===== src/rtl/uple_pkg.sv =====
// Protocol layer endpoint constants, packet layouts and state types
//------------------------------------------------------------------
// Behaviour
// - Data moves only when the host asks; device never starts a transfer.
// - Device can ask host for endpoint service without being polled.
// - Device takes every received protocol packet as addressed to itself.
// - Device packets go upstream with no routing decision.
// - Headers are fixed size with type, subtype and a hop-by-hop record.
// - Headers arrive reliably through the link; payloads do not.
// - Receiver acknowledges data explicitly; sender resends lost or corrupt data.
// - Packets arrive in exactly the order the sender sent them.
// - Bursts go back to back while acknowledgements flow without breaking them.
// - Device signals flow control by packet; host drops the pipe.
// - Endpoint sends ready packet when able again; host reschedules pipe.
// - Bulk data carries a stream tag; device picks the active stream.
// - On first generation a burst holds one endpoint flow only.
// - Host sends periodic timestamp headers; hubs forward them to awake paths.
// - Second generation marks transfer type and upstream arbitration weight.
// - Header or link word CRC fail means link retry; payload fail, resend.
//------------------------------------------------------------------
package uple_pkg;

	localparam int EP_W = 4;
	localparam int SEQ_W = 5;
	localparam int NUMP_W = 5;
	localparam int STRM_W = 16;
	localparam int AW_W = 4;
	localparam int TS_W = 27;
	localparam int LCW_W = 11;
	localparam int SUB_W = 4;
	localparam int DATA_W = 32;

	localparam logic [SEQ_W-1:0] UPLE_SEQ_ONE = 5'h01;
	localparam logic [SEQ_W-1:0] UPLE_SEQ_RST = 5'h00;
	localparam logic [NUMP_W-1:0] UPLE_NUMP_ZERO = 5'h00;
	localparam logic [NUMP_W-1:0] UPLE_NUMP_ONE = 5'h01;
	localparam logic [STRM_W-1:0] UPLE_STRM_NONE = 16'h0000;
	localparam logic [AW_W-1:0] UPLE_AW_NONE = 4'h0;
	localparam logic [LCW_W-1:0] UPLE_LCW_NONE = 11'h000;
	localparam logic [SUB_W-1:0] UPLE_SUB_NONE = 4'h0;

	typedef enum logic [2:0] {
		UPLE_HT_DATA, UPLE_HT_ACK, UPLE_HT_NRDY, UPLE_HT_ERDY, UPLE_HT_TSTAMP
	} uple_htype_e;

	typedef enum logic [2:0] {
		UPLE_XT_NONE, UPLE_XT_CTRL, UPLE_XT_ISO, UPLE_XT_BULK, UPLE_XT_INT
	} uple_xfer_e;

	typedef enum logic {UPLE_TX_IDLE, UPLE_TX_BURST} uple_txst_e;

	// Fixed size header; lcw is the hop-by-hop record
	typedef struct packed {
		uple_htype_e htype;
		logic [SUB_W-1:0] subtype;
		logic [LCW_W-1:0] lcw;
		logic [EP_W-1:0] ep;
		logic dir_in;
		logic [SEQ_W-1:0] seq;
		logic [NUMP_W-1:0] nump;
		logic retry;
		uple_xfer_e xfer;
		logic [AW_W-1:0] aw;
		logic [STRM_W-1:0] strm;
		logic [TS_W-1:0] ts;
	} uple_hdr_s;

	typedef struct packed {
		uple_hdr_s hdr;
		logic hdr_crc_ok;
		logic lcw_crc_ok;
	} uple_rxh_s;

	typedef struct packed {
		logic [DATA_W-1:0] data;
		logic crc_ok;
	} uple_pay_s;

endpackage


===== src/rtl/uple_endpoint.sv =====
// Device endpoint protocol layer: bursts, acknowledgements, flow control
`timescale 1ns/1ps
module uple_endpoint
(
	// Clock and reset
	input wire logic sys_clk,
	input wire logic reset,
	// Link receive side
	input wire logic rx_hdr_valid,
	input wire uple_pkg::uple_rxh_s rx_hdr,
	input wire logic rx_pay_valid,
	input wire uple_pkg::uple_pay_s rx_pay,
	// Link transmit side
	output logic tx_hdr_valid,
	input wire logic tx_hdr_ready,
	output uple_pkg::uple_hdr_s tx_hdr,
	output logic tx_pay_valid,
	output logic [uple_pkg::DATA_W-1:0] tx_pay,
	output logic link_retry,
	// Endpoint configuration
	input wire logic [uple_pkg::EP_W-1:0] ep_num,
	input wire uple_pkg::uple_xfer_e xfer_type,
	input wire logic gen2,
	input wire logic [uple_pkg::AW_W-1:0] arb_weight,
	input wire logic [uple_pkg::STRM_W-1:0] strm_sel,
	// Application OUT data
	input wire logic out_ready,
	output logic out_valid,
	output logic [uple_pkg::DATA_W-1:0] out_data,
	output logic [uple_pkg::STRM_W-1:0] out_strm,
	// Application IN data
	input wire logic in_avail,
	output logic in_req,
	output logic [uple_pkg::SEQ_W-1:0] in_seq,
	input wire logic [uple_pkg::DATA_W-1:0] in_data,
	// Host timestamp
	output logic ts_valid,
	output logic [uple_pkg::TS_W-1:0] ts_value
);
	//------------------------------------------------------------------
	// Declarations
	//------------------------------------------------------------------
	uple_pkg::uple_hdr_s h;
	uple_pkg::uple_hdr_s tx_hdr_reg;
	uple_pkg::uple_hdr_s tx_next;
	uple_pkg::uple_txst_e state_reg;
	uple_pkg::uple_txst_e state_next;
	logic [uple_pkg::NUMP_W-1:0] burst_left_reg;
	logic [uple_pkg::NUMP_W-1:0] burst_left_next;
	logic [uple_pkg::SEQ_W-1:0] in_seq_reg;
	logic [uple_pkg::SEQ_W-1:0] in_seq_next;
	logic [uple_pkg::SEQ_W-1:0] exp_seq_reg;
	logic [uple_pkg::SEQ_W-1:0] exp_seq_inc;
	logic [uple_pkg::SEQ_W-1:0] out_seq_reg;
	logic [uple_pkg::SEQ_W-1:0] ack_seq_reg;
	logic [uple_pkg::STRM_W-1:0] strm_reg;
	logic [uple_pkg::STRM_W-1:0] out_strm_hdr_reg;
	logic [uple_pkg::STRM_W-1:0] out_strm_reg;
	logic [uple_pkg::DATA_W-1:0] tx_pay_reg;
	logic [uple_pkg::DATA_W-1:0] out_data_reg;
	logic [uple_pkg::TS_W-1:0] ts_value_reg;
	logic tx_hdr_valid_reg;
	logic tx_pay_valid_reg;
	logic out_valid_reg;
	logic ts_valid_reg;
	logic pay_wait_reg;
	logic ack_pend_reg;
	logic ack_retry_reg;
	logic nrdy_in_pend_reg;
	logic nrdy_out_pend_reg;
	logic req_seen_reg;
	logic hdr_ok;
	logic is_tstamp;
	logic is_in_req;
	logic is_out_data;
	logic start_ok;
	logic pay_take;
	logic pay_good;
	logic pay_stall;
	logic burst_dry;
	logic tx_free;
	logic nrdy_any;
	logic erdy_any;
	logic erdy_in_req;
	logic erdy_out_req;
	logic pick_ack;
	logic pick_nrdy;
	logic pick_erdy;
	logic pick_data;
	logic nrdy_in_sel;
	logic nrdy_out_sel;
	logic erdy_in_sel;
	logic erdy_out_sel;
	logic tx_load;

	//------------------------------------------------------------------
	// Header screen and flow control trackers
	//------------------------------------------------------------------
	uple_hdr_chk u_hdr_chk
	(
		.sys_clk(sys_clk),
		.reset(reset),
		.rx_hdr_valid(rx_hdr_valid),
		.rx_hdr(rx_hdr),
		.hdr_ok(hdr_ok),
		.link_retry(link_retry)
	);

	uple_fc_trk u_fc_in
	(
		.sys_clk(sys_clk),
		.reset(reset),
		.fc_hit(nrdy_in_sel),
		.ready_lvl(in_avail),
		.erdy_taken(erdy_in_sel),
		.erdy_req(erdy_in_req)
	);

	uple_fc_trk u_fc_out
	(
		.sys_clk(sys_clk),
		.reset(reset),
		.fc_hit(nrdy_out_sel),
		.ready_lvl(out_ready),
		.erdy_taken(erdy_out_sel),
		.erdy_req(erdy_out_req)
	);

	//------------------------------------------------------------------
	// Receive decode
	//------------------------------------------------------------------
	// No address compare: whatever arrives is meant for this device
	assign h = rx_hdr.hdr;
	assign is_tstamp = hdr_ok && h.htype == uple_pkg::UPLE_HT_TSTAMP;
	assign is_in_req = hdr_ok && h.htype == uple_pkg::UPLE_HT_ACK && h.dir_in;
	assign is_out_data = hdr_ok && h.htype == uple_pkg::UPLE_HT_DATA && !h.dir_in;
	assign start_ok = is_in_req && in_avail && h.nump != uple_pkg::UPLE_NUMP_ZERO;
	// Payload is only taken after its own header
	assign pay_take = rx_pay_valid && pay_wait_reg;
	assign pay_good = pay_take && out_ready && rx_pay.crc_ok && out_seq_reg == exp_seq_reg;
	assign pay_stall = pay_take && !out_ready;
	assign exp_seq_inc = exp_seq_reg + uple_pkg::UPLE_SEQ_ONE;
	assign burst_dry = state_reg == uple_pkg::UPLE_TX_BURST && !in_avail;

	//------------------------------------------------------------------
	// Transmit arbitration
	//------------------------------------------------------------------
	// Acknowledgements slip between data packets without ending the burst
	assign tx_free = !tx_hdr_valid_reg || tx_hdr_ready;
	assign nrdy_any = nrdy_in_pend_reg || nrdy_out_pend_reg;
	assign erdy_any = erdy_in_req || erdy_out_req;
	assign pick_ack = tx_free && ack_pend_reg;
	assign pick_nrdy = tx_free && !ack_pend_reg && nrdy_any;
	assign pick_erdy = tx_free && !ack_pend_reg && !nrdy_any && erdy_any;
	// Data leaves only inside a burst the host asked for
	assign pick_data = tx_free && !ack_pend_reg && !nrdy_any && !erdy_any &&
		state_reg == uple_pkg::UPLE_TX_BURST && in_avail;
	assign nrdy_in_sel = pick_nrdy && nrdy_in_pend_reg;
	assign nrdy_out_sel = pick_nrdy && !nrdy_in_pend_reg;
	assign erdy_in_sel = pick_erdy && erdy_in_req;
	assign erdy_out_sel = pick_erdy && !erdy_in_req;
	assign tx_load = pick_ack || pick_nrdy || pick_erdy || pick_data;

	// Header builder; no route field, upstream needs none
	function automatic uple_pkg::uple_hdr_s mk_hdr(input uple_pkg::uple_htype_e t,
		input logic d, input logic [uple_pkg::SEQ_W-1:0] s,
		input logic [uple_pkg::NUMP_W-1:0] n, input logic r);
		uple_pkg::uple_hdr_s v;
		v = '0;
		v.htype = t;
		v.subtype = uple_pkg::UPLE_SUB_NONE;
		v.lcw = uple_pkg::UPLE_LCW_NONE;
		v.ep = ep_num;
		v.dir_in = d;
		v.seq = s;
		v.nump = n;
		v.retry = r;
		v.xfer = uple_pkg::UPLE_XT_NONE;
		if (gen2 && (t == uple_pkg::UPLE_HT_ACK || t == uple_pkg::UPLE_HT_DATA))
			v.xfer = xfer_type;
		v.aw = uple_pkg::UPLE_AW_NONE;
		if (gen2 && t == uple_pkg::UPLE_HT_DATA && xfer_type != uple_pkg::UPLE_XT_ISO)
			v.aw = arb_weight;
		v.strm = (t == uple_pkg::UPLE_HT_DATA) ? strm_reg : uple_pkg::UPLE_STRM_NONE;
		return v;
	endfunction

	// Procedural so the builder's hidden reads of configuration stay in the sensitivity
	always_comb
	begin
		if (pick_ack)
			tx_next = mk_hdr(uple_pkg::UPLE_HT_ACK, 1'b0, ack_seq_reg,
				uple_pkg::UPLE_NUMP_ONE, ack_retry_reg);
		else if (pick_nrdy)
			tx_next = mk_hdr(uple_pkg::UPLE_HT_NRDY, nrdy_in_sel, uple_pkg::UPLE_SEQ_RST,
				uple_pkg::UPLE_NUMP_ZERO, 1'b0);
		else if (pick_erdy)
			tx_next = mk_hdr(uple_pkg::UPLE_HT_ERDY, erdy_in_sel, uple_pkg::UPLE_SEQ_RST,
				uple_pkg::UPLE_NUMP_ZERO, 1'b0);
		else
			tx_next = mk_hdr(uple_pkg::UPLE_HT_DATA, 1'b1, in_seq_reg, burst_left_reg,
				1'b0);
	end

	assign tx_hdr_valid = tx_hdr_valid_reg;
	assign tx_hdr = tx_hdr_reg;
	assign tx_pay_valid = tx_pay_valid_reg;
	assign tx_pay = tx_pay_reg;
	assign in_req = pick_data;
	assign in_seq = in_seq_reg;

	always_ff @(posedge sys_clk or posedge reset)
	begin
		if (reset)
		begin
			tx_hdr_valid_reg <= 1'b0;
			tx_pay_valid_reg <= 1'b0;
			tx_hdr_reg <= '0;
			tx_pay_reg <= '0;
		end
		else if (tx_free)
		begin
			tx_hdr_valid_reg <= tx_load;
			tx_pay_valid_reg <= pick_data;
			tx_hdr_reg <= tx_next;
			tx_pay_reg <= in_data;
		end
	end

	//------------------------------------------------------------------
	// IN burst engine
	//------------------------------------------------------------------
	// A new request rewinds the sequence to what the host still expects
	always_comb
	begin
		state_next = state_reg;
		burst_left_next = burst_left_reg;
		in_seq_next = in_seq_reg;
		case (state_reg)
			uple_pkg::UPLE_TX_IDLE:
			begin
				if (start_ok)
					state_next = uple_pkg::UPLE_TX_BURST;
			end
			uple_pkg::UPLE_TX_BURST:
			begin
				if (!in_avail)
					state_next = uple_pkg::UPLE_TX_IDLE;
				else if (pick_data && burst_left_reg == uple_pkg::UPLE_NUMP_ONE && !is_in_req)
					state_next = uple_pkg::UPLE_TX_IDLE;
			end
			default:
				state_next = uple_pkg::UPLE_TX_IDLE;
		endcase
		if (pick_data)
		begin
			burst_left_next = burst_left_reg - uple_pkg::UPLE_NUMP_ONE;
			in_seq_next = in_seq_reg + uple_pkg::UPLE_SEQ_ONE;
		end
		if (is_in_req)
		begin
			burst_left_next = h.nump;
			in_seq_next = h.seq;
			if (h.nump == uple_pkg::UPLE_NUMP_ZERO || !in_avail)
				state_next = uple_pkg::UPLE_TX_IDLE;
			else
				state_next = uple_pkg::UPLE_TX_BURST;
		end
	end

	always_ff @(posedge sys_clk or posedge reset)
	begin
		if (reset)
		begin
			state_reg <= uple_pkg::UPLE_TX_IDLE;
			burst_left_reg <= uple_pkg::UPLE_NUMP_ZERO;
			in_seq_reg <= uple_pkg::UPLE_SEQ_RST;
			strm_reg <= uple_pkg::UPLE_STRM_NONE;
		end
		else
		begin
			state_reg <= state_next;
			burst_left_reg <= burst_left_next;
			in_seq_reg <= in_seq_next;
			if (is_in_req)
				strm_reg <= strm_sel;
		end
	end

	//------------------------------------------------------------------
	// OUT receive, acknowledgement and flow control
	//------------------------------------------------------------------
	always_ff @(posedge sys_clk or posedge reset)
	begin
		if (reset)
		begin
			pay_wait_reg <= 1'b0;
			out_seq_reg <= uple_pkg::UPLE_SEQ_RST;
			out_strm_hdr_reg <= uple_pkg::UPLE_STRM_NONE;
			exp_seq_reg <= uple_pkg::UPLE_SEQ_RST;
		end
		else
		begin
			pay_wait_reg <= is_out_data || (pay_wait_reg && !pay_take);
			if (is_out_data)
			begin
				out_seq_reg <= h.seq;
				out_strm_hdr_reg <= h.strm;
			end
			if (pay_good)
				exp_seq_reg <= exp_seq_inc;
		end
	end

	// Flags set by events win over the clear of their send
	always_ff @(posedge sys_clk or posedge reset)
	begin
		if (reset)
		begin
			ack_pend_reg <= 1'b0;
			ack_retry_reg <= 1'b0;
			ack_seq_reg <= uple_pkg::UPLE_SEQ_RST;
			nrdy_in_pend_reg <= 1'b0;
			nrdy_out_pend_reg <= 1'b0;
		end
		else
		begin
			ack_pend_reg <= (pay_take && out_ready) || (ack_pend_reg && !pick_ack);
			if (pay_take && out_ready)
			begin
				ack_retry_reg <= !pay_good;
				ack_seq_reg <= pay_good ? exp_seq_inc : exp_seq_reg;
			end
			nrdy_in_pend_reg <= (is_in_req && !in_avail && h.nump != uple_pkg::UPLE_NUMP_ZERO)
				|| burst_dry || (nrdy_in_pend_reg && !nrdy_in_sel);
			nrdy_out_pend_reg <= pay_stall || (nrdy_out_pend_reg && !nrdy_out_sel);
		end
	end

	assign out_valid = out_valid_reg;
	assign out_data = out_data_reg;
	assign out_strm = out_strm_reg;
	assign ts_valid = ts_valid_reg;
	assign ts_value = ts_value_reg;

	always_ff @(posedge sys_clk or posedge reset)
	begin
		if (reset)
		begin
			out_valid_reg <= 1'b0;
			out_data_reg <= '0;
			out_strm_reg <= uple_pkg::UPLE_STRM_NONE;
			ts_valid_reg <= 1'b0;
			ts_value_reg <= '0;
			req_seen_reg <= 1'b0;
		end
		else
		begin
			out_valid_reg <= pay_good;
			if (pay_good)
			begin
				out_data_reg <= rx_pay.data;
				out_strm_reg <= out_strm_hdr_reg;
			end
			ts_valid_reg <= is_tstamp;
			if (is_tstamp)
				ts_value_reg <= h.ts;
			req_seen_reg <= req_seen_reg || is_in_req;
		end
	end
endmodule


===== src/rtl/uple_fc_trk.sv =====
// Flow control tracker: stalled after not-ready, asks for ready when able
`timescale 1ns/1ps
module uple_fc_trk
(
	// Clock and reset
	input wire logic sys_clk,
	input wire logic reset,
	// Events
	input wire logic fc_hit,
	input wire logic ready_lvl,
	input wire logic erdy_taken,
	// Request
	output logic erdy_req
);
	logic stalled_reg;
	logic stalled_next;

	// A new not-ready in the same cycle as the ready send keeps the stall
	assign stalled_next = fc_hit || (stalled_reg && !erdy_taken);
	assign erdy_req = stalled_reg && ready_lvl && !fc_hit;

	always_ff @(posedge sys_clk or posedge reset)
	begin
		if (reset)
			stalled_reg <= 1'b0;
		else
			stalled_reg <= stalled_next;
	end
endmodule


===== src/rtl/uple_hdr_chk.sv =====
// Received header CRC screen and link retry request
`timescale 1ns/1ps
module uple_hdr_chk
(
	// Clock and reset
	input wire logic sys_clk,
	input wire logic reset,
	// Received header
	input wire logic rx_hdr_valid,
	input wire uple_pkg::uple_rxh_s rx_hdr,
	// Result
	output logic hdr_ok,
	output logic link_retry
);
	logic crc_good;
	logic retry_reg;

	assign crc_good = rx_hdr.hdr_crc_ok && rx_hdr.lcw_crc_ok;
	// Bad headers never reach the protocol logic
	assign hdr_ok = rx_hdr_valid && crc_good;
	assign link_retry = retry_reg;

	always_ff @(posedge sys_clk or posedge reset)
	begin
		if (reset)
			retry_reg <= 1'b0;
		else
			retry_reg <= rx_hdr_valid && !crc_good;
	end
endmodule


===== config.mk =====
export PLATFORM = sky130hd
export DESIGN_NAME = uple_endpoint
export DESIGN_NICKNAME = d
export VERILOG_FILES = /design/src/rtl/uple_pkg.sv /design/src/rtl/uple_endpoint.sv /design/src/rtl/uple_fc_trk.sv /design/src/rtl/uple_hdr_chk.sv
export SDC_FILE = /design/constraint.sdc
export NUM_CORES = 1
export LEC_CHECK = 0
export BUFFER_PORTS_ARGS = -buffer_cell sky130_fd_sc_hd__buf_2
export CAP_MARGIN = 25
export CELL_PAD_IN_SITES_DETAIL_PLACEMENT = 2
export CELL_PAD_IN_SITES_GLOBAL_PLACEMENT = 2
export CORE_MARGIN = 2
export CORE_UTILIZATION = 31
export DETAILED_ROUTE_END_ITERATION = 8
export PLACE_DENSITY = 0.94
export SLEW_MARGIN = 20
export SYNTH_ARGS = -nofsm -noshare
export SYNTH_HDL_FRONTEND = slang
export SYNTH_HIERARCHICAL = 1
export SYNTH_SLANG_ARGS = --single-unit

===== constraint.sdc =====
create_clock -name sys_clk -period 18.1 [get_ports sys_clk]
set_input_delay 0.905 -clock sys_clk [delete_from_list [all_inputs] [get_ports sys_clk]]
set_output_delay 0.905 -clock sys_clk [all_outputs]
set_load 0.01 [all_outputs]

======== Word-level counts from Yosys, hierarchy flattened ========
Cells that the tools add are included.
operators by class
  equal/unequal tests ..................... 5
  multiplexer cells ....................... 16
  reduce and logical (&&, ||, !) cells .... 79
  bitwise gates (word level) .............. 1
  $add $sub $neg .......................... 3
operator list
  kind                   count
  $mux W84               2
  $mux W83               1
  $logic_and A1 B1 Y1    43
  $mux W5                5
  $logic_not A1 Y1       18
  $logic_or A1 B1 Y1     14
  $add A5 B1 Y5 const B  2
  $eq A5 B1 Y1 const B   1
  $eq A5 B5 Y1           1
  $logic_not A5 Y1       1
  $mux W1                5
  $reduce_bool A5 Y1     1
  $sub A5 B1 Y5 const B  1
  $mux W4                1
  $eq A3 B1 Y1 const B   1
  $eq A3 B3 Y1 const B   1
  $logic_not A3 Y1       1
  $mux W3                1
  $ne A3 B2 Y1 const B   1
  $pmux W1 S2            1
  $reduce_bool A2 Y1     1
  $not A1 Y1             1
word-level totals
  bits in registers ....................... 261
  word-level logic and storage cells ...... 140
  input port bits ......................... 186

======== Depth between registers and ports, before layout ========
  depth in word-level cells ............... 18
  depth in mapped cells ................... 12
  mapped depth without buffers ............ 8

======== By module ========
The synthesis kept the hierarchy.
modules (own cells, without submodules)
  module         instances  area an instance (µm²)  cells each  seq. area each (µm²)
  uple_endpoint  1          8831.0                  763         5380.2
  uple_fc_trk    2          47.5                    6           25.0
  uple_hdr_chk   1          46.3                    4           25.0

======== Least setup slack after synthesis ========
Ideal clock, no wire load.
  path type ............................... input-to-output
  start ................................... in tx_hdr_ready
  end ..................................... out in_req
  slack ................................... 14.012 ns
  path buffers ............................ 4
  arrival time ............................ 3.183 ns
  stages on the path ...................... 10
  path through ............................ and2b_1 -> clkbuf_1 -> clkbuf_1 -> nor4b_1 -> nor2_1 -> or4_4 -> or4_4 -> buf_6 -> inv_2 -> buf_6
on the way
  cells in the longest elaborated chain, start to end .. 11
  elaborated cells between the ends (all ways) .. 15
RTL lines
  element                           RTL line              source
  start, declared                   uple_endpoint.sv:15   input wire logic tx_hdr_ready,
  $logic_or A1 B1 Y1                uple_endpoint.sv:149  assign tx_free = !tx_hdr_valid_reg || tx_hdr_ready;
  $logic_and A1 B1 Y1 (2 in a row)  uple_endpoint.sv:153  assign pick_nrdy = tx_free && !ack_pend_reg && nrdy_any;
  $logic_and A1 B1 Y1               uple_endpoint.sv:159  assign nrdy_out_sel = pick_nrdy && !nrdy_in_pend_reg;
  via nrdy_out_sel                  uple_endpoint.sv:91   logic nrdy_out_sel;
  $logic_not A1 Y1                  uple_fc_trk.sv:20     assign erdy_req = stalled_reg && ready_lvl && !fc_hit;
  $logic_and A1 B1 Y1               uple_fc_trk.sv:20
  via erdy_out_req                  uple_endpoint.sv:85   logic erdy_out_req;
  $logic_or A1 B1 Y1                uple_endpoint.sv:151  assign erdy_any = erdy_in_req || erdy_out_req;
  $logic_not A1 Y1                  uple_endpoint.sv:156  assign pick_data = tx_free && !ack_pend_reg && !nrdy_any && !erdy_any &&
  $logic_and A1 B1 Y1 (2 in a row)  uple_endpoint.sv:156
  $logic_and A1 B1 Y1               uple_endpoint.sv:157  state_reg == uple_pkg::UPLE_TX_BURST && in_avail;
  end, declared                     uple_endpoint.sv:33   output logic in_req,
The timed path passes the listed nets, and every way through them passes these cells.

======== Final worst setup path ========
  start ................................... in tx_hdr_ready
  end ..................................... out in_req
on the way
  cells in the longest elaborated chain, start to end .. 11
  elaborated cells between the ends (all ways) .. 15
RTL lines
  element                           RTL line              source
  $logic_or A1 B1 Y1                uple_endpoint.sv:149
  $logic_and A1 B1 Y1 (2 in a row)  uple_endpoint.sv:153
  $logic_and A1 B1 Y1               uple_endpoint.sv:158  assign nrdy_in_sel = pick_nrdy && nrdy_in_pend_reg;
  via nrdy_in_sel                   uple_endpoint.sv:90   logic nrdy_in_sel;
  $logic_not A1 Y1                  uple_fc_trk.sv:20
  $logic_and A1 B1 Y1               uple_fc_trk.sv:20
  via erdy_in_req                   uple_endpoint.sv:84   logic erdy_in_req;
  $logic_or A1 B1 Y1                uple_endpoint.sv:151
  $logic_not A1 Y1                  uple_endpoint.sv:156
  $logic_and A1 B1 Y1 (2 in a row)  uple_endpoint.sv:156
  $logic_and A1 B1 Y1               uple_endpoint.sv:157
The timed path passes the listed nets, and every way through them passes these cells.

==> out/summary.txt <==
Leakage: 6.34 nW
Worst Setup End Kind: output port
Setup Fix Bufs, Post-CTS: 0
layout net count: 1283
critical path type: in -> out
vias in the first global route: 8054
worst slew pin tran: 0.994 ns
drt total wl: 29.1 mm
worst min-delay path category: in -> async
commonest register cell after synthesis: dfrtp_1
EDFF count, synth: 0
global-route wire length before repair: 46.0 mm
Buf/Inv on CP: 3
CTS sink count: 218
post-synthesis sequential area ratio: 60.8%
Post-CTS Hold Buffers: 0
WP data required: 17.19 ns
main area contributors after synthesis: dfrtp_1 61%, mux2_2 12%, nand2_1 8.2%, buf_4 3.6%, a22o_1 2.4%
MaxCap Viol Count: 0
RSZ-0062 raised after global routing: no
Synth Warn #: 6
fin crit period: 4.65 ns
status: finished clean
area grow syn2layout: 30.4%
max incr delay on CP: 0.77 ns
Mapped Avg Cell Area: 11.5 um^2
TNS Setup: 0 ns
Startpoint Class: input port
Clock transition at path regs: 0.06 ns
Yosys top cell by area: dfrtp_1
Final Power: 1.43 mW
DRC viols: 0
Syn Inst Count: 779
Max VDD drop: 0.0575 mV
Synth async-reset ratio: 100%
CTS tree: yes
total gr overflow: 0
slew margin rel.: 33.7%
crit path max fanout: 46
total die area: 0.0303 mm^2
htree depth: 1
clk buf depth: 3
max FFs per register: 41
die width: 174 um
Routability Congestion: 0.760
dpl hpwl: 20.5 mm
per-cell routed wire length: 19.5 um
fmax: 0.215 GHz
worst skew pair latency: 0.53 ns
Fin. Hold Viols: 0
first-pass detailed-route iteration total: 4
Post-Synthesis Cell Area: 0.00897 mm^2
Critical Path AT: 3.75 ns
initial core utilization: 31.3%
Power Dens Cells: 122 mW/mm^2
Tot GR Track Use: 19.0%
Antenna Nets Post-Route: 0
PostCTS Resize Cnt: 0
initial antenna violation count: 5
flops & latches, synth: 218
Slew Viols, Final: 0
num rows: 62
share of the synthesized area in the top cell type: 60.8%
period utilisation layout: 25.7%
Core Area: 0.0286 mm^2
Setup-failing EPs final: 0
CTS root buf: clkbuf_16
CP top delay family: simple AND/OR/NAND/NOR gates
io pins: 388
Iter 0 DRT Violations: 253
crit-path cells: buf_2 > nand2b_2 > and3_2 > nor2_1 > or4_4 > or4_4 > inv_2 > buf_2
Cell variety after synth: 46
crit path max-delay cell type: nand2b_2
Setup Skew: 0.00755 ns
input/output buffers: 317
DR vias: 7027
total CTS buffers: 26
die height: 174 um
layout cells sized above 1: 43.3%
largest net degree at the start of global routing: 102
vias per cell: 4.69
-- cell type report --
cell class / instances / area [um^2]
Clock inverter: 12 / 146
Timing Repair Buffer: 327 / 1670
Inverter: 18 / 75.1
Fill cell: 3081 / 16900
Sequential cell: 218 / 5460
Multi-Input combinational cell: 502 / 3150
Tap cell: 384 / 480
Clock buffer: 34 / 722
Antenna cell: 2 / 5.00
-- through the flow --
step                instances  cell area, um^2  hold slack, ns  setup WS, ns  util (%)
floorplan                 821             9130           0.447         11.32         -
global placement         1447            10800           0.444         13.50      37.7
detailed placement       1448            10800           0.458         13.44      37.8
CTS                      1494            11700           0.253         13.41      40.8
global route             1495            11700           0.264         13.27      40.8
finish                   1497            11700           0.284         13.45      40.9
-- metal layers --
layer / wire length, um / up-vias / global-route usage, %
met3: 2210 / 34 / 5.71
met2: 15200 / 260 / 35.0
met4: 417 / 6 / 3.78
li1: - / 3167 / -
met5: 34 / - / 0
met1: 11300 / 3560 / 21.8
-- cell usage in the layout, fill, tap and decap left out, types with 8 or more instances in the layout --
cell type	Yosys	layout
nand3_1	11	11
nor2_1	19	18
conb_1	1	43
a22o_1	25	25
inv_1	17	16
clkbuf_16	0	27
mux2_2	97	97
buf_2	0	318
dfrtp_1	218	218
a31oi_1	10	10
o21ai_0	18	18
buf_4	43	8
nand2_1	196	196
-- worst paths after layout --
check,to,from,slack (ns),cells after the start
min,u_fc_out/stalled_reg$_DFF_PP0_,reset,0.28,2
min reg2reg,tx_pay[24]$_DFFE_PP0N_,tx_pay[24]$_DFFE_PP0N_,0.46,2
max,in_req,tx_hdr_ready,13.45,8
max in group asynchronous,ts_valid$_DFF_PP0_,reset,15.60,4
max reg2reg,burst_left_reg[4]$_DFFE_PP0P_,tx_hdr_valid$_DFFE_PP0N_,14.79,8
min in group sys_clk,tx_pay[24]$_DFFE_PP0N_,tx_pay[24]$_DFFE_PP0N_,0.46,2
-- power by group --
part	internal, mW	leakage, nW	switching [mW]
combinational	0.114	3.08	0.168
clock	0.323	0.420	0.211
sequential	0.565	2.84	0.0506
total	1.00	6.34	0.430
-- cell usage after synthesis, drive strengths merged, types with 5 or more instances --
cell / instances
nor2: 19
a21oi: 7
mux2: 97
or4: 7
dfrtp: 218
inv: 18
a22o: 25
nor3: 9
buf: 52
clkbuf: 31
and3: 5
nand2: 196
o21ai: 18
o31ai: 7
nand3: 11
xnor2: 7
a31oi: 10
-- cell families after synthesis --
logic type               count (synthesis)  synth area share, %
other                                    1               0.0418
adder cells (fa/ha/maj)                  4                0.558
AND/OR/NAND/NOR                        265                 12.6
XOR/XNOR                                10                0.976
flip-flops                             218                 60.8
AO/OA/AOI/OAI                           83                 6.71
multiplexers                            97                 12.2
buffers and inverters                  101                 6.19
Note: power is estimated with default switching activity, not from simulation.
